--- src/timer0_cfg.svh ---
// register indices, field positions, reset values and counts for timer 0
`ifndef TIMER0_CFG_SVH
`define TIMER0_CFG_SVH

// register indices; byte address is four times the index
`define IDX_TIMER_CONTROL 16'hfe10
`define IDX_PRESCALER_MATCH 16'hfe11
`define IDX_COUNT_LOW 16'hfe12
`define IDX_COUNT_HIGH 16'hfe13
`define IDX_MATCH_LOW 16'hfe14
`define IDX_MATCH_HIGH 16'hfe15
`define IDX_CAPTURE0_LOW 16'hfe16
`define IDX_CAPTURE0_HIGH 16'hfe17
`define IDX_CAPTURE1_LOW 16'hfe1e
`define IDX_CAPTURE1_HIGH 16'hfe1f
`define IDX_EDGE_IRQ_CONTROL 16'hfe5e
`define IDX_INPUT_SELECT 16'hfe5f

// edge_interrupt_control fields
`define EIC_IRQ3_RISE 7
`define EIC_IRQ3_FALL 6
`define EIC_IRQ3_FLAG 5
`define EIC_IRQ3_EN 4
`define EIC_IRQ2_RISE 3
`define EIC_IRQ2_FALL 2
`define EIC_IRQ2_FLAG 1
`define EIC_IRQ2_EN 0

// input_select fields
`define SEL_HCAP_SEL 7
`define SEL_LCAP_SEL 6
`define SEL_BCLK_HI 5
`define SEL_BCLK_LO 4
`define SEL_BUZZER 3
`define SEL_FILTER_SEL 2
`define SEL_FILTER_ON 1
`define SEL_COUNT_SEL 0

// reset value shared by all writable registers
`define REG_RESET 8'h00

// noise filter time constants in cycles
`define FILTER_SHORT 8'h01
`define FILTER_LONG 8'h80
`define FILTER_MID 8'h20

`endif

--- src/timer0_pkg.sv ---
// types shared by the timer 0 design
package timer0_pkg;

    // operating mode from the length and external-clock bits
    typedef enum logic [1:0] {
        MODE_TIMER8,
        MODE_COUNT8,
        MODE_TIMER16,
        MODE_COUNT16
    } mode_e;

    // timer_control register as a carrier
    typedef struct packed {
        logic high_run;
        logic low_run;
        logic join_16bit;
        logic low_ext_clock;
        logic high_cmp;
        logic high_ie;
        logic low_cmp;
        logic low_ie;
    } tctl_s;

    // ahb address phase held into the data phase
    typedef struct packed {
        logic wr;
        logic rd;
        logic [15:0] idx;
    } bus_req_s;

endpackage

--- src/timer0_capture.sv ---
// timer 0 with prescaler, capture pairs and port-7 edge interrupt logic
// Operation
// - fourth irq edges: none, fall, rise, both
// - third irq edges decoded the same way
// - fourth flag sets; flag and enable request
// - third flag and enable: request and hold release
// - flags cleared only by software write
// - hold blocks third-pin edge matching latched pin level
// - high capture from second irq or fourth
// - low capture from first irq or third
// - base clock: subclock, cycle clock, prescaler
// - filter constant one, 128 or 32 cycles
// - count pulses from fourth or third pin
// - second-bank capture assignment overrides port-7
// - mode 0: two prescaled 8-bit timers
// - mode 1: low counts pulses, high timer
// - mode 2: prescaled 16-bit timer
// - mode 3: 16-bit external pulse counter
// - 8-bit modes capture each byte separately
// - 16-bit modes capture both bytes together
// - byte interrupt each period when enabled
// - prescaler matches, restarts on match or write
// - bytes zero when stopped or matched
// - match buffers track when stopped, reload on match
// - length bit joins bytes, ext bit clocks low
//
// The AHB-Lite slave port was left to the implementer.
`timescale 1ns/100ps
`include "timer0_cfg.svh"

module timer0_capture #(
    parameter int SYNC_STAGES = 2
) (
    // clock and reset
    input wire logic SYS_CLK_I,
    input wire logic ARST_N_I,
    // ahb-lite slave
    input wire logic HSEL_I,
    input wire logic [31:0] HADDR_I,
    input wire logic [1:0] HTRANS_I,
    input wire logic HWRITE_I,
    input wire logic [2:0] HSIZE_I,
    input wire logic [31:0] HWDATA_I,
    input wire logic HREADY_I,
    output logic [31:0] HRDATA_O,
    output logic HREADYOUT_O,
    output logic HRESP_O,
    // port pins and detection pulses from neighbouring logic
    input wire logic PORT_PIN_C_I,
    input wire logic PORT_PIN_D_I,
    input wire logic FIRST_EXT_IRQ_DET_I,
    input wire logic SECOND_EXT_IRQ_DET_I,
    input wire logic BANK2_IRQ_A_DET_I,
    input wire logic BANK2_IRQ_B_DET_I,
    input wire logic BANK2_LCAP_ASSIGN_I,
    input wire logic BANK2_LCAP_DET_I,
    input wire logic BANK2_HCAP_ASSIGN_I,
    input wire logic BANK2_HCAP_DET_I,
    // system state
    input wire logic HOLD_I,
    input wire logic SUBCLK_EN_I,
    // requests and derived controls
    output logic IRQ3_REQ_O,
    output logic IRQ2_REQ_O,
    output logic HOLD_RELEASE_O,
    output logic TIMER_LOW_REQ_O,
    output logic TIMER_HIGH_REQ_O,
    output logic BASE_CLK_EN_O,
    output logic BUZZER_SELECT_O,
    output logic [7:0] FILTER_CYCLES_O
);

    // edge match for a rise/fall select pair
    function automatic logic edge_hit(input logic rise_sel, input logic fall_sel,
                                      input logic rise, input logic fall);
        edge_hit = (rise_sel & rise) | (fall_sel & fall);
    endfunction

    // registers
    timer0_pkg::tctl_s ctrl_q, ctrl_d;
    logic [7:0] prr_q;
    logic [7:0] pre_q, pre_d;
    logic [7:0] cnt_l_q, cnt_l_d, cnt_h_q, cnt_h_d;
    logic [7:0] mreg_l_q, mreg_h_q;
    logic [7:0] buf_l_q, buf_l_d, buf_h_q, buf_h_d;
    logic [7:0] cap0_l_q, cap0_l_d, cap0_h_q, cap0_h_d;
    logic [7:0] cap1_l_q, cap1_l_d, cap1_h_q, cap1_h_d;
    logic [7:0] sel_q;
    logic [7:0] eic_q, eic_d;
    logic [1:0] pin_sync_q [SYNC_STAGES];
    logic [1:0] pin_prev_q;
    logic hold_q;
    logic hold_lat_q;
    timer0_pkg::bus_req_s req_q;

    // bus decode
    wire addr_valid = HSEL_I & HREADY_I & HTRANS_I[1];
    wire [15:0] wr_idx = req_q.idx;
    wire [7:0] wdata = HWDATA_I[7:0];
    wire wr_ctrl = req_q.wr & (wr_idx == `IDX_TIMER_CONTROL);
    wire wr_prr = req_q.wr & (wr_idx == `IDX_PRESCALER_MATCH);
    wire wr_ml = req_q.wr & (wr_idx == `IDX_MATCH_LOW);
    wire wr_mh = req_q.wr & (wr_idx == `IDX_MATCH_HIGH);
    wire wr_sel = req_q.wr & (wr_idx == `IDX_INPUT_SELECT);
    wire wr_eic = req_q.wr & (wr_idx == `IDX_EDGE_IRQ_CONTROL);

    // synchronised pins; index 0 is pin c, index 1 is pin d
    wire [1:0] pin_s = pin_sync_q[SYNC_STAGES-1];
    wire [1:0] rise = pin_s & ~pin_prev_q;
    wire [1:0] fall = ~pin_s & pin_prev_q;

    // hold entry latches pin c; blocked edges cannot wake the part
    wire hold_rise_ok = ~(HOLD_I & hold_lat_q);
    wire hold_fall_ok = ~(HOLD_I & ~hold_lat_q);
    wire irq2_det = edge_hit(eic_q[`EIC_IRQ2_RISE], eic_q[`EIC_IRQ2_FALL],
                             rise[0] & hold_rise_ok, fall[0] & hold_fall_ok);
    wire irq3_det = edge_hit(eic_q[`EIC_IRQ3_RISE], eic_q[`EIC_IRQ3_FALL],
                             rise[1], fall[1]);

    // capture and count sources
    wire p7_lcap = sel_q[`SEL_LCAP_SEL] ? FIRST_EXT_IRQ_DET_I : irq2_det;
    wire p7_hcap = sel_q[`SEL_HCAP_SEL] ? SECOND_EXT_IRQ_DET_I : irq3_det;
    wire lcap_evt = BANK2_LCAP_ASSIGN_I ? BANK2_LCAP_DET_I : p7_lcap;
    wire hcap_evt = BANK2_HCAP_ASSIGN_I ? BANK2_HCAP_DET_I : p7_hcap;
    wire cnt_evt = sel_q[`SEL_COUNT_SEL] ? irq3_det : irq2_det;

    // mode and clocks; the prescaler halts in hold
    wire [1:0] mode_bits = {ctrl_q.join_16bit, ctrl_q.low_ext_clock};
    timer0_pkg::mode_e mode;
    assign mode = timer0_pkg::mode_e'(mode_bits);
    wire pre_match = ~HOLD_I & (pre_q == prr_q);
    wire tick_l = mode[0] ? cnt_evt : pre_match;
    wire tick_h = pre_match;
    wire joined = ctrl_q.join_16bit;
    wire run_l = ctrl_q.low_run;
    wire run_h = ctrl_q.high_run;

    // match signals; the joined counter needs all 16 bits equal
    wire match16 = joined & tick_l & run_l & run_h &
                   ({cnt_h_q, cnt_l_q} == {buf_h_q, buf_l_q});
    wire match_l8 = ~joined & tick_l & run_l & (cnt_l_q == buf_l_q);
    wire match_h8 = ~joined & tick_h & run_h & (cnt_h_q == buf_h_q);
    wire match_l = match16 | match_l8;
    wire match_h = match16 | match_h8;
    wire [15:0] cnt16_inc = {cnt_h_q, cnt_l_q} + 16'h0001;

    // prescaler restarts on its match or on a write to its match value
    always_comb begin
        if (wr_prr | pre_match) begin
            pre_d = 8'h00;
        end else if (HOLD_I) begin
            pre_d = pre_q;
        end else begin
            pre_d = pre_q + 8'h01;
        end
    end

    // counter bytes; a stopped byte sits at zero
    always_comb begin
        cnt_l_d = cnt_l_q;
        cnt_h_d = cnt_h_q;
        if (joined) begin
            if (match16) begin
                cnt_l_d = 8'h00;
                cnt_h_d = 8'h00;
            end else if (tick_l & run_l & run_h) begin
                cnt_l_d = cnt16_inc[7:0];
                cnt_h_d = cnt16_inc[15:8];
            end
        end else begin
            if (match_l8) begin
                cnt_l_d = 8'h00;
            end else if (tick_l & run_l) begin
                cnt_l_d = cnt_l_q + 8'h01;
            end
            if (match_h8) begin
                cnt_h_d = 8'h00;
            end else if (tick_h & run_h) begin
                cnt_h_d = cnt_h_q + 8'h01;
            end
        end
        if (!run_l) begin
            cnt_l_d = 8'h00;
        end
        if (!run_h) begin
            cnt_h_d = 8'h00;
        end
    end

    // match buffers follow the reload value unless running
    always_comb begin
        buf_l_d = buf_l_q;
        buf_h_d = buf_h_q;
        if (!run_l | match_l) begin
            buf_l_d = mreg_l_q;
        end
        if (!run_h | match_h) begin
            buf_h_d = mreg_h_q;
        end
    end

    // captures read the pre-update count, so a same-cycle step is not seen
    always_comb begin
        cap0_l_d = cap0_l_q;
        cap0_h_d = cap0_h_q;
        cap1_l_d = cap1_l_q;
        cap1_h_d = cap1_h_q;
        if (joined) begin
            if (hcap_evt) begin
                cap0_l_d = cnt_l_q;
                cap0_h_d = cnt_h_q;
            end
            if (BANK2_IRQ_B_DET_I) begin
                cap1_l_d = cnt_l_q;
                cap1_h_d = cnt_h_q;
            end
        end else begin
            if (lcap_evt) begin
                cap0_l_d = cnt_l_q;
            end
            if (BANK2_IRQ_A_DET_I) begin
                cap1_l_d = cnt_l_q;
            end
            if (hcap_evt) begin
                cap0_h_d = cnt_h_q;
            end
            if (BANK2_IRQ_B_DET_I) begin
                cap1_h_d = cnt_h_q;
            end
        end
    end

    // control register: software writes, match flags set with priority
    always_comb begin
        ctrl_d = ctrl_q;
        if (wr_ctrl) begin
            ctrl_d = timer0_pkg::tctl_s'(wdata);
        end
        ctrl_d.low_cmp = ctrl_d.low_cmp | match_l;
        ctrl_d.high_cmp = ctrl_d.high_cmp | match_h;
    end

    // edge flags stay set until software writes a zero; a new edge wins
    always_comb begin
        eic_d = eic_q;
        if (wr_eic) begin
            eic_d = wdata;
        end
        eic_d[`EIC_IRQ3_FLAG] = eic_d[`EIC_IRQ3_FLAG] | irq3_det;
        eic_d[`EIC_IRQ2_FLAG] = eic_d[`EIC_IRQ2_FLAG] | irq2_det;
    end

    // pin synchronisers; only the last stage feeds edge detection
    always_ff @(posedge SYS_CLK_I or negedge ARST_N_I) begin
        if (!ARST_N_I) begin
            for (int i = 0; i < SYNC_STAGES; i++) begin
                pin_sync_q[i] <= 2'h0;
            end
        end else begin
            pin_sync_q[0] <= {PORT_PIN_D_I, PORT_PIN_C_I};
            for (int i = 1; i < SYNC_STAGES; i++) begin
                pin_sync_q[i] <= pin_sync_q[i-1];
            end
        end
    end

    // edge history and hold entry latch
    always_ff @(posedge SYS_CLK_I or negedge ARST_N_I) begin
        if (!ARST_N_I) begin
            pin_prev_q <= 2'h0;
            hold_q <= 1'b0;
            hold_lat_q <= 1'b0;
        end else begin
            pin_prev_q <= pin_s;
            hold_q <= HOLD_I;
            if (HOLD_I & ~hold_q) begin
                hold_lat_q <= pin_s[0];
            end
        end
    end

    // bus address phase capture
    always_ff @(posedge SYS_CLK_I or negedge ARST_N_I) begin
        if (!ARST_N_I) begin
            req_q <= '0;
        end else if (HREADY_I) begin
            req_q.wr <= addr_valid & HWRITE_I;
            req_q.rd <= addr_valid & ~HWRITE_I;
            req_q.idx <= HADDR_I[17:2];
        end
    end

    // software-written registers
    always_ff @(posedge SYS_CLK_I or negedge ARST_N_I) begin
        if (!ARST_N_I) begin
            prr_q <= `REG_RESET;
            mreg_l_q <= `REG_RESET;
            mreg_h_q <= `REG_RESET;
            sel_q <= `REG_RESET;
        end else begin
            if (wr_prr) begin
                prr_q <= wdata;
            end
            if (wr_ml) begin
                mreg_l_q <= wdata;
            end
            if (wr_mh) begin
                mreg_h_q <= wdata;
            end
            if (wr_sel) begin
                sel_q <= wdata;
            end
        end
    end

    // timer state
    always_ff @(posedge SYS_CLK_I or negedge ARST_N_I) begin
        if (!ARST_N_I) begin
            ctrl_q <= timer0_pkg::tctl_s'(`REG_RESET);
            eic_q <= `REG_RESET;
            pre_q <= 8'h00;
            cnt_l_q <= 8'h00;
            cnt_h_q <= 8'h00;
            buf_l_q <= 8'h00;
            buf_h_q <= 8'h00;
        end else begin
            ctrl_q <= ctrl_d;
            eic_q <= eic_d;
            pre_q <= pre_d;
            cnt_l_q <= cnt_l_d;
            cnt_h_q <= cnt_h_d;
            buf_l_q <= buf_l_d;
            buf_h_q <= buf_h_d;
        end
    end

    // capture registers; cleared at reset so reads are defined
    always_ff @(posedge SYS_CLK_I or negedge ARST_N_I) begin
        if (!ARST_N_I) begin
            cap0_l_q <= 8'h00;
            cap0_h_q <= 8'h00;
            cap1_l_q <= 8'h00;
            cap1_h_q <= 8'h00;
        end else begin
            cap0_l_q <= cap0_l_d;
            cap0_h_q <= cap0_h_d;
            cap1_l_q <= cap1_l_d;
            cap1_h_q <= cap1_h_d;
        end
    end

    // read mux from the held address; unmapped reads return zero
    logic [7:0] rd_byte;
    always_comb begin
        case (req_q.idx)
            `IDX_TIMER_CONTROL: rd_byte = ctrl_q;
            `IDX_PRESCALER_MATCH: rd_byte = prr_q;
            `IDX_COUNT_LOW: rd_byte = cnt_l_q;
            `IDX_COUNT_HIGH: rd_byte = cnt_h_q;
            `IDX_MATCH_LOW: rd_byte = mreg_l_q;
            `IDX_MATCH_HIGH: rd_byte = mreg_h_q;
            `IDX_CAPTURE0_LOW: rd_byte = cap0_l_q;
            `IDX_CAPTURE0_HIGH: rd_byte = cap0_h_q;
            `IDX_CAPTURE1_LOW: rd_byte = cap1_l_q;
            `IDX_CAPTURE1_HIGH: rd_byte = cap1_h_q;
            `IDX_EDGE_IRQ_CONTROL: rd_byte = eic_q;
            `IDX_INPUT_SELECT: rd_byte = sel_q;
            default: rd_byte = 8'h00;
        endcase
    end

    // zero-wait slave, always okay
    assign HRDATA_O = req_q.rd ? {24'h000000, rd_byte} : 32'h00000000;
    assign HREADYOUT_O = 1'b1;
    assign HRESP_O = 1'b0;

    // interrupt requests are levels while flag and enable are both set
    assign IRQ3_REQ_O = eic_q[`EIC_IRQ3_FLAG] & eic_q[`EIC_IRQ3_EN];
    assign IRQ2_REQ_O = eic_q[`EIC_IRQ2_FLAG] & eic_q[`EIC_IRQ2_EN];
    assign HOLD_RELEASE_O = IRQ2_REQ_O;
    assign TIMER_LOW_REQ_O = ctrl_q.low_cmp & ctrl_q.low_ie;
    assign TIMER_HIGH_REQ_O = ctrl_q.high_cmp & ctrl_q.high_ie;

    // base timer clock enable; subclock rate comes in as an enable pulse
    wire [1:0] bclk_sel = {sel_q[`SEL_BCLK_HI], sel_q[`SEL_BCLK_LO]};
    always_comb begin
        case (bclk_sel)
            2'h1: BASE_CLK_EN_O = 1'b1;
            2'h3: BASE_CLK_EN_O = pre_match;
            default: BASE_CLK_EN_O = SUBCLK_EN_I;
        endcase
    end

    // noise filter constant for the pin filters elsewhere
    wire [1:0] filt_sel = {sel_q[`SEL_FILTER_SEL], sel_q[`SEL_FILTER_ON]};
    always_comb begin
        case (filt_sel)
            2'h1: FILTER_CYCLES_O = `FILTER_LONG;
            2'h3: FILTER_CYCLES_O = `FILTER_MID;
            default: FILTER_CYCLES_O = `FILTER_SHORT;
        endcase
    end

    assign BUZZER_SELECT_O = sel_q[`SEL_BUZZER];

endmodule

--- config.mk ---
export PLATFORM = sky130hd
export DESIGN_NAME = timer0_capture
export DESIGN_NICKNAME = d
export VERILOG_FILES = /design/src/timer0_pkg.sv /design/src/timer0_capture.sv
export VERILOG_INCLUDE_DIRS = /design/src
export SDC_FILE = /design/constraint.sdc
export NUM_CORES = 1
export LEC_CHECK = 0
export ABC_AREA = 1
export BUFFER_PORTS_ARGS = -buffer_cell sky130_fd_sc_hd__buf_2
export CORE_ASPECT_RATIO = 1.2
export CORE_MARGIN = 2
export CORE_UTILIZATION = 41
export CTS_CLUSTER_DIAMETER = 50
export DETAILED_ROUTE_END_ITERATION = 6
export PLACE_DENSITY = 0.6
export REMOVE_ABC_BUFFERS = 1
export SETUP_SLACK_MARGIN = 0.15
export SLEW_MARGIN = 10
export SYNTH_ARGS = -nofsm -noshare
export SYNTH_HDL_FRONTEND = slang
export SYNTH_SLANG_ARGS = --single-unit
--- constraint.sdc ---
create_clock -name SYS_CLK_I -period 2.85 [get_ports SYS_CLK_I]
set_input_delay 0.855 -clock SYS_CLK_I [delete_from_list [all_inputs] [get_ports SYS_CLK_I]]
set_output_delay 0.855 -clock SYS_CLK_I [all_outputs]
set_load 0.03 [all_outputs]
==> results of run 1 <==
## kinds of logic after synthesis
group | share of synthesized area
AND/OR/NAND/NOR | 0.323
buffers and inverters | 0.107
AO/OA/AOI/OAI | 0.0958
flip-flops | 0.443
XOR/XNOR | 0.0117
multiplexers | 0.0136
adder cells (fa/ha/maj) | 0.00455
other | 0.000910
## metrics by stage
| step | util | worst slack, ns | cells | TNS [ns] |
|---|---|---|---|---|
| finish | 0.496 | -0.357 | 1475 | -2.31 |
| CTS | 0.494 | -0.356 | 1475 | -2.58 |
| global route | 0.496 | -0.514 | 1475 | -3.80 |
| detailed placement | 0.457 | -0.0236 | 1440 | -0.0236 |
| global placement | 0.457 | -0.00559 | 1440 | -0.00559 |
| floorplan | - | -0.217 | 1072 | -1.60 |
## critical path, cell delays in order (launching register included)
cell	delay, ns
dfrtp_1	0.38
inv_1	0.07
nand4_1	0.10
nor2_2	0.16
buf_6	0.13
nand2_4	0.07
nor2_4	0.25
nand2_1	0.10
nand2_2	0.09
nor2_1	0.05
nand2_1	0.06
nor2_1	0.05
a21oi_2	0.22
buf_6	0.17
## path summary, 6_finish.rpt
kind                       slack [ns]                endpoint                    start  cells after the start
max                             -0.36             HRDATA_O[7]    wr_idx[8]$_DFFE_PN0P_                     13
min                              0.35      pin_s[0]$_DFF_PN0_  pin_sync_q[2]$_DFF_PN0_                      0
max reg2reg                      0.55  buf_h_q[3]$_DFFE_PN0P_   cnt_l_q[0]$_DFFE_PN0P_                     11
min reg2reg                      0.35      pin_s[0]$_DFF_PN0_  pin_sync_q[2]$_DFF_PN0_                      0
max in group asynchronous        1.71    prr_q[6]$_DFFE_PN0P_                 ARST_N_I                      2
min in group asynchronous        0.42  cnt_h_q[6]$_DFFE_PN0P_                 ARST_N_I                      1
## area by class of cell
cell class	count	area share
repair buffers	110	0.0830
inverters	117	0.0458
well taps	261	0.0336
clock buffers	20	0.0470
clock inverters	12	0.0126
multi-input cells	809	0.402
flip-flops and latches	146	0.376
## sequential cells by signal (all words and copies together) (netlist names), 5 cells and up
register and count:
buf_l_q 8, cnt_l_q 8, cap0_l_q 8, cnt_h_q 8, wr_idx 16, eic_q 8, sel_q 8, mreg_l_q 8
buf_h_q 8, cap1_h_q 8, cap1_l_q 8, ctrl_q 5, prr_q 8, mreg_h_q 8, cap0_h_q 8, pre_q 8
## what timing repair did
item / CTS / global route
pin swaps: 9 / 3
resized for setup: 38 / 8
cloned: 0 / 0
buffers inserted: 3 / 0
hold endpoints to repair: 0 / 0
setup endpoints to repair: 9 / 9
## power by group
part	switching [mW]	internal [mW]	total (mW)
Clock	0.942	1.27	2.21
Sequential	0.200	2.25	2.45
Combinational	0.499	0.256	0.755
## layout by cell type (no fill, tap or decap), types with 3 or more instances in the layout
cell,netlist,final
buf_4,34,45
mux2_2,10,10
xor2_1,9,9
buf_6,4,11
o21ai_0,52,51
o2111ai_1,3,3
ha_1,3,3
nand4_2,3,3
conb_1,2,31
nand2_2,5,9
nand3_2,6,7
inv_6,0,4
o21ai_1,44,45
a21oi_2,1,9
nor2_1,115,111
dfrtp_1,146,145
inv_1,95,95
clkinv_4,0,4
nor2_4,6,8
buf_2,17,49
nor2_2,6,8
nand2_1,348,343
clkbuf_16,0,17
nand3_1,42,40
and2_1,3,3
buf_12,0,5
a21oi_1,36,28
nor3_1,5,5
inv_2,19,19
nand4_1,62,62
## routing by layer
metal	vias up	wire length, um	track usage
met5	-	0	0
met4	0	470	0.0706
met3	32	1110	0.0401
met2	212	12300	0.414
met1	3545	10600	0.308
li1	3709	-	-
==> summary.md, run 1 <==
| Metric | Value |
|---|---|
| Slew margin rel. | 0.582 |
| Routability congestion estimate | 0.948 |
| Final Cycle Share | 1.13 |
| Fmax | 312 MHz |
| Critical path class | reg2out |
| DR iter-0 viols | 587 |
| ANT cells | 0 |
| Starting density of the core | 0.421 |
| Ys flop type | dfrtp_1 |
| Post-synth cell types | 42 |
| Clk_lat worst skew | 0.43 ns |
| Yosys top cell by area | dfrtp_1 |
| Critical Path Sink Type | output port |
| DP Wirelength | 18.3 mm |
| Worst path arrival time | 2.35 ns |
| Synthesized cell area | 8250 um^2 |
| Outcome | finished, violations left |
| Worst-Margin Slew | 0.627 ns |
| Seq cells post-synth | 146 |
| # nets final | 1290 |
| First-pass GRT wire length | 39.3 mm |
| Synth-to-Final Area Change | 17.9% |
| Failing checks | negative setup slack |
| Mapped Cells | 1113 |
| Synth Warn # | 0 |
| Rows | 56 |
| Worst Path Required | 2.00 ns |
| Leading cell type by number of instances after synthesis | nand2_1 |
| Post-synth EDFFs | 0 |
| Final hold slack | 0.352 ns |
| Largest net degree at the start of global routing | 66 |
| DRT Wirelength | 24.4 mm |
| Htree depth | 4 |
| Final instance area | 9730 um^2 |
| Placed Instance Area | 8970 um^2 |
| Sequential element share of the synthesized area | 0.443 |
| Final setup margin | -0.357 ns |
| Minimum clock period | 3.21 ns |
| Post-route ant nets | 0 |
| Top-area cell type share of the netlist area | 0.443 |
| Syn Area/Cell | 7.41 um^2 |
| Die W | 133 um |
| Leak pwr | 4.93 nW |
| Routed wire per std cell | 16.5 um |
| Hold Buf Count CTS | 0 |
| Clock skew | 0.0106 ns |
| Max clock buf depth | 2 |
| FF/Latch Area | 3650 um^2 |
| Core Area | 19600 um^2 |
| Top cells by area, synth | dfrtp_1, nand2_1, nor2_1 |
| CTS sink cnt | 146 |
| Pins Over Slew Limit | 0 |
| Fillers | 1940 |
| Total gr overflow | 0 |
| # setup viols final | 8 |
| Initial antenna violation count | 0 |
| CTS tree | done |
| Ys async rst share | 1.00 |
| CTS buffer count | 17 |
| Vias in the first global route | 7116 |
| Total power | 5.41 mW |
| IO Port Bufs | 59 |
| RSZ-0062 raised after global routing | yes |
| Via density | 5.08 |
| Worst min path class | reg2reg |
| Worst-path clk slew | 0.07 ns |
| Power per Cell Area | 556 nW/um^2 |
| # IOs | 135 |
| Pre-antenna DRT Iters | 5 |
| Multi-input gate area | 3910 um^2 |
| Maximum vdd drop | 0.467 mV |
| Hold Vio Cnt, Final | 0 |
| Worst Path Max Fanout | 8 |
| DRC Markers | 0 |
| Clock root cell | clkbuf_16 |
| Share of cells above drive strength 1 | 0.185 |
| CP Launch Type | flip-flop |
| Die Area | 21300 um^2 |
| Most frequent cells after synthesis | nand2_1, dfrtp_1, nor2_1 |
| Max-capacitance violation count | 0 |
| Total track usage | 0.240 |
| Die H | 159 um |
| DR vias | 7498 |
No activity file was read; power rests on OpenSTA's default activity.
==> run 2, diff against run 1 <==
Settings changed: SETUP_SLACK_MARGIN 0.15 to 0.1.
==> run 2 against run 1 <==
  * Largest power group unchanged
  * The run still ends with negative setup slack left
  * First-iteration DRC count down 2.7%
  * Setup slack worse by 0.0084 ns
  * Maximum frequency down 0.26%
  * Critical endpoint unchanged
  * Non-clock buffer count unchanged
  * Cell area down 0.12%
  * Sequential power about the same
  * Wire length unchanged
  * Combinational power about the same
  * Clock-buffer cell count unchanged
  * Sequential cell count unchanged
==> summary.md, run 2 (synthesis gave the netlist of run 1 again) <==
| Metric | Value |
|---|---|
| Outcome | finished, violations left |
| Failing checks | negative setup slack |
| Reg2Reg Depth | 11 (unchanged) |
| Htree depth | 4 (unchanged) |
| Die H | 159 um (unchanged) |
| Pre-antenna DRT Iters | 5 (unchanged) |
| RSZ-0062 raised after global routing | yes |
| Met2 GRT Util | 0.414 (unchanged) |
| Synth-to-Final Area Change | 17.8% |
| Routed wire per std cell | 16.5 um (unchanged) |
| Power per Cell Area | 557 nW/um^2 (+0.16%) |
| GRT busiest layer | met2 |
| Reg-to-Reg End | buf_h_q[3]$_DFFE_PN0P_ |
| DRT Wirelength | 24.4 mm (unchanged) |
| CTS buffer count | 17 (unchanged) |
| CP Launch Type | flip-flop |
| Leak pwr | 4.92 nW (about the same) |
| Post-route ant nets | 0 (unchanged) |
| Pins Over Slew Limit | 0 (unchanged) |
| Worst min path class | reg2reg |
| Final setup margin | -0.365 ns (-0.00838 ns) |
| # nets final | 1290 (unchanged) |
| Worst Path Max Fanout | 8 (unchanged) |
| Starting density of the core | 0.421 (unchanged) |
| Largest net degree at the start of global routing | 66 (unchanged) |
| Hold Buf Count CTS | 0 (unchanged) |
| Met3 Use GR | 0.0401 (unchanged) |
| DRC Markers | 0 (unchanged) |
| Share of cells above drive strength 1 | 0.183 (-0.00165) |
| DP Wirelength | 18.3 mm (unchanged) |
| ANT cells | 0 (unchanged) |
| Max-capacitance violation count | 0 (unchanged) |
| # IOs | 135 (unchanged) |
| First-pass GRT wire length | 39.3 mm (unchanged) |
| Worst hold start | pin_sync_q[2]$_DFF_PN0_ |
| Clock root cell | clkbuf_16 |
| Fmax | 311 MHz (-0.26%) |
| Clock skew | 0.0101 ns (-0.000418 ns) |
| Routability congestion estimate | 0.948 (unchanged) |
| Worst setup path start | wr_idx[8]$_DFFE_PN0P_ |
| Worst r2r src | cnt_l_q[0]$_DFFE_PN0P_ |
| Worst Path Required | 2.00 ns (about the same) |
| Die Area | 21300 um^2 (unchanged) |
| Critical Path Sink Type | output port |
| Global-route met1 utilization | 0.308 (unchanged) |
| Vias in the first global route | 7116 (unchanged) |
| IO Port Bufs | 59 (unchanged) |
| CP endpoint | HRDATA_O[7] |
| Core Area | 19600 um^2 (unchanged) |
| Max clock buf depth | 2 (unchanged) |
| Worst reg-to-reg setup slack | 0.56 ns (about the same) |
| Most common cell after layout, fill and taps aside | nand2_1 |
| Total gr overflow | 0 (unchanged) |
| Maximum vdd drop | 0.466 mV (-0.13%) |
| Post-layout util | 0.495 (-0.000574) |
| Hold Vio Cnt, Final | 0 (unchanged) |
| Critical path class | reg2out |
| Minimum clock period | 3.21 ns (+0.00838 ns) |
| CTS sink cnt | 146 (unchanged) |
| Final Cycle Share | 1.13 (+0.00294) |
| Max FFs per register | 16 (unchanged) |
| Worst-path clk slew | 0.07 ns (about the same) |
| Clk_lat worst skew | 0.43 ns (about the same) |
| CTS tree | done |
| # setup viols final | 8 (unchanged) |
| Rows | 56 (unchanged) |
| Die W | 133 um (unchanged) |
| Most frequent cells in the layout | nand2_1, dfrtp_1, nor2_1, inv_1, nand4_1 |
| Via density | 5.08 (-0.16%) |
| Worst-Margin Slew | 0.637 ns (+0.00959 ns) |
| DR iter-0 viols | 571 (-2.7%) |
| DR vias | 7486 (-0.16%) |
| Slew margin rel. | 0.576 (-0.00640) |
| Initial antenna violation count | 0 (unchanged) |
| Total track usage | 0.240 (unchanged) |
| Fin Setup TNS | -2.36 ns (-0.0450 ns) |
| Worst path arrival time | 2.36 ns (about the same) |
run 2: cell count changes in the layout (fill, tap and decap cells not counted):
cell and delta:
a31oi_1 +1, a31oi_2 -1, buf_4 +1, buf_6 -1, dfrtp_1 +1, dfrtp_2 -1
run 2: worst min-delay path by stage:
stage / cells past startpoint / endpoint
2_1_floorplan: 0 / pin_s[0]$_DFF_PN0_
3_3_place_gp: 0 / pin_s[0]$_DFF_PN0_
3_5_place_dp: 0 / pin_s[0]$_DFF_PN0_
4_1_cts: 0 / pin_s[0]$_DFF_PN0_
5_1_grt: 0 / pin_s[0]$_DFF_PN0_
6_report: 0 / pin_s[0]$_DFF_PN0_
run 2: worst max-delay path: stages, from the launching register on:
cell,delay [ns]
dfrtp_1,0.38
inv_1,0.07
nand4_1,0.10
nor2_2,0.17
buf_6,0.14
nand2_4,0.07
nor2_4,0.25
nand2_1,0.10
nand2_2,0.10
nor2_1,0.05
nand2_1,0.06
nor2_1,0.05
a21oi_2,0.22
buf_6,0.17
run 2: stage by stage:
stage               hold WS (ns)  cells  setup slack (ns)  area (um^2)  power (mW)
global route               0.356   1475            -0.514         9720        5.67
floorplan                  0.331   1072            -0.217         7920        2.91
global placement           0.335   1440          -0.00559         8970        3.21
detailed placement         0.341   1440           -0.0236         8970        3.24
CTS                        0.355   1475            -0.356         9690        5.45
finish                     0.351   1475            -0.365         9720        5.41
run 2: per-layer routing:
metal  routed length [um]  vias to the layer above
met5                    0                        -
met4                  514                        0
met3                  951                       36
met2                12200                      208
met1                10700                     3528
li1                     -                     3714
run 2: cell type report:
| class | instances | area [um^2] |
|---|---|---|
| clock buffer | 20 | 457 |
| clock inverter | 12 | 123 |
| fill | 1942 | 9900 |
| inverter | 117 | 445 |
| multi-input combinational | 809 | 3910 |
| sequential | 146 | 3650 |
| tap | 261 | 327 |
| timing repair buffer | 110 | 803 |
run 2: power breakdown:
group	total, mW	internal (mW)	switching (mW)
Combinational	0.754	0.256	0.498
Sequential	2.45	2.25	0.200
Clock	2.21	1.27	0.945
Total	5.41	3.77	1.64
run 2: timing repair:
action | CTS | global route
endpoints found under the setup margin | 8 | 9
resized for setup | 37 | 6
setup buffers | 3 | 0
pin swaps | 9 | 3
==> run 3, diff against run 2 <==
Settings changed: ABC_AREA 1 to unset, PLACE_DENSITY 0.6 to 0.61.
==> run 3 against run 2 <==
  * The flow still finishes with violations (negative setup slack)
  * Global-route usage is 1.3 points lower
  * Sequential power is 5% lower
  * Register-to-register slack worse by 0.34 ns
  * Cell count is 31% lower
  * Setup slack worse by 0.22 ns
  * Total power is 2.5% lower
  * Sequential share of layout area is 1.8 points higher
  * Hold slack better by 0.00066 ns
  * Maximum frequency is 6.5% lower
  * Via count is 24% lower
  * Clock power is 3% lower
  * Largest cell class unchanged
==> summary.md, run 3 <==
| Metric | Value |
|---|---|
| Seq cells post-synth | 146 (unchanged) |
| Slew margin rel. | 0.565 (-0.0103) |
| Post-synth cell types | 73 (+74%) |
| CTS tree | done |
| Placed Instance Area | 8400 um^2 (-6.3%) |
| Vias in the first global route | 5922 (-17%) |
| Top-area cell type share of the netlist area | 0.481 (+0.0381) |
| Pre-antenna DRT Iters | 4 (-1) |
| DR iter-0 viols | 317 (-44%) |
| RSZ-0062 raised after global routing | yes |
| Worst Path Max Fanout | 5 (-3) |
| Syn Area/Cell | 11.5 um^2 (+55%) |
| IO Port Bufs | 59 (unchanged) |
| Worst setup path start | wr_idx[5]$_DFFE_PN0P_ |
| First-pass GRT wire length | 33.4 mm (-15%) |
| Worst min path class | reg2reg |
| Post-layout util | 0.511 (+0.0153) |
| Die Area | 19600 um^2 (-7.7%) |
| Final setup margin | -0.589 ns (-0.224 ns) |
| DRC Markers | 0 (unchanged) |
| Post-synth EDFFs | 0 (unchanged) |
| CTS buffer count | 17 (unchanged) |
| Total track usage | 0.227 (-0.0125) |
| Critical Path Sink Type | output port |
| Final Cycle Share | 1.21 (+0.0786) |
| Worst hold start | pin_sync_q[3]$_DFF_PN0_ |
| Htree depth | 4 (unchanged) |
| FF/Latch Area | 3660 um^2 (+0.14%) |
| Worst-path clk slew | 0.06 ns (about the same) |
| Hold Buf Count CTS | 0 (unchanged) |
| Worst Path Required | 2.00 ns (about the same) |
| Minimum clock period | 3.44 ns (+0.224 ns) |
| Post-route ant nets | 0 (unchanged) |
| Clk_lat worst skew | 0.43 ns (about the same) |
| Failing checks | negative setup slack |
| CTS sink cnt | 146 (unchanged) |
| Rows | 54 (-3.6%) |
| Total power | 5.28 mW (-2.5%) |
| Synth-to-Final Area Change | 22.2% |
| Fin Setup TNS | -4.30 ns (-1.94 ns) |
| Most frequent cells after synthesis | dfrtp_1, mux2_2, nand2_1 |
| Sequential element share of the synthesized area | 0.481 (+0.0381) |
| Top cells by area, synth | dfrtp_1, mux2_2, buf_4 |
| Synthesized cell area | 7600 um^2 (-7.9%) |
| DP Wirelength | 16.3 mm (-11%) |
| Largest net degree at the start of global routing | 57 (-14%) |
| Die H | 153 um (-3.9%) |
| ANT cells | 0 (unchanged) |
| CP Launch Type | flip-flop |
| Initial antenna violation count | 0 (unchanged) |
| Final instance area | 9280 um^2 (-4.5%) |
| DRT Wirelength | 21.6 mm (-12%) |
| Mapped Cells | 661 (-41%) |
| Ys async rst share | 1.00 (unchanged) |
| Multi-input gate area | 3740 um^2 (-4.3%) |
| DR vias | 5681 (-24%) |
| Leading cell type by number of instances after synthesis | dfrtp_1 |
| Leak pwr | 4.28 nW (-13%) |
| Max-capacitance violation count | 0 (unchanged) |
| Most frequent cells in the layout | dfrtp_1, mux2_2, buf_4, buf_2, nand2_1 |
| Pins Over Slew Limit | 0 (unchanged) |
| Ys flop type | dfrtp_1 |
| Clock root cell | clkbuf_16 |
| Share of cells above drive strength 1 | 0.413 (+0.230) |
| Starting density of the core | 0.418 (-0.00260) |
| Hold Vio Cnt, Final | 0 (unchanged) |
| Routability congestion estimate | 1.01 (+6.0%) |
| Total gr overflow | 0 (unchanged) |
| Fillers | 1620 (-17%) |
| Yosys top cell by area | dfrtp_1 |
| Routed wire per std cell | 21.1 um (+28%) |
| # setup viols final | 8 (unchanged) |
| Worst r2r src | prr_q[6]$_DFFE_PN0P_ |
| Worst-Margin Slew | 0.647 ns (+0.0105 ns) |
| Critical path class | reg2out |
| Power per Cell Area | 569 nW/um^2 (+2.1%) |
| Synth Warn # | 0 (unchanged) |
| # IOs | 135 (unchanged) |
| Most common cell after layout, fill and taps aside | dfrtp_1 |
| Clock skew | 0.00740 ns (-0.00274 ns) |
| Maximum vdd drop | 0.595 mV (+28%) |
| # nets final | 873 (-32%) |
| Worst path arrival time | 2.58 ns (+0.22 ns) |
| Fmax | 291 MHz (-6.5%) |
| Core Area | 18200 um^2 (-7.4%) |
| Via density | 5.56 (+9.6%) |
| Max clock buf depth | 2 (unchanged) |
| Outcome | finished, violations left |
| Die W | 128 um (-3.9%) |
| Max FFs per register | 16 (unchanged) |
## run 3: worst max-delay path, cell delays in order, from the launching register on
cell and delay, ns:
dfrtp_1 0.37, and4bb_2 0.32, nand4_1 0.12, or4_4 0.49
nor2_1 0.11, buf_4 0.16, a22oi_2 0.13, a31oi_1 0.25
buf_4 0.21
## run 3: routing by layer
metal / global-route usage / wire, um / up-vias
li1: - / - / 2622
met1: 0.274 / 8580 / 2815
met2: 0.364 / 10600 / 178
met3: 0.0434 / 899 / 66
met4: 0.155 / 1500 / 0
met5: 0 / 0 / -
## run 3: final cells by class
cell class | count | share of cell area
clock buffers | 19 | 0.0477
clock inverters | 13 | 0.0136
inverters | 22 | 0.00890
multi-input cells | 462 | 0.403
flip-flops and latches | 146 | 0.394
well taps | 224 | 0.0302
repair buffers | 135 | 0.102
## run 3: cells by family (layout without fill, tap and decap cells)
group	count (synthesis)	after routing	share of synthesized area
AO/OA/AOI/OAI	108	108	0.109
XOR/XNOR	34	34	0.0392
multiplexers	119	119	0.182
buffers and inverters	83	189	0.0641
other	2	31	0.000989
flip-flops	146	146	0.481
adder cells (fa/ha/maj)	3	3	0.00494
AND/OR/NAND/NOR	166	167	0.120
## run 3: timing repair
item	in CTS	in global routing
buffers inserted	10	2
pin swaps	16	7
endpoints found under the setup margin	9	9
resized for setup	35	13
gates cloned	1	0
## run 3: power by group
part,switching (mW),internal (mW)
logic,0.442,0.376
registers,0.122,2.19
clock network,0.910,1.23
total,1.47,3.80
## run 3: worst paths after layout
kind                                          end  slack (ns)  depth (start not counted)
max                                   HRDATA_O[3]       -0.59                          8
min                            pin_s[1]$_DFF_PN0_        0.35                          0
max reg2reg                cnt_h_q[5]$_DFFE_PN0P_        0.22                          8
min reg2reg                    pin_s[1]$_DFF_PN0_        0.35                          0
max in group asynchronous    eic_q[3]$_DFFE_PN0P_        1.71                          2
min in group asynchronous   wr_idx[2]$_DFFE_PN0P_        0.39                          1
## run 3: through the flow
| step | hold slack, ns | worst slack, ns | std cells |
|---|---|---|---|
| 6_report | 0.352 | -0.589 | 1021 |
| 5_1_grt | 0.359 | -0.682 | 1021 |
| 4_1_cts | 0.355 | -0.590 | 1019 |
| 3_5_place_dp | 0.342 | -0.266 | 976 |
| 3_3_place_gp | 0.339 | -0.230 | 976 |
| 2_1_floorplan | 0.331 | -0.360 | 629 |
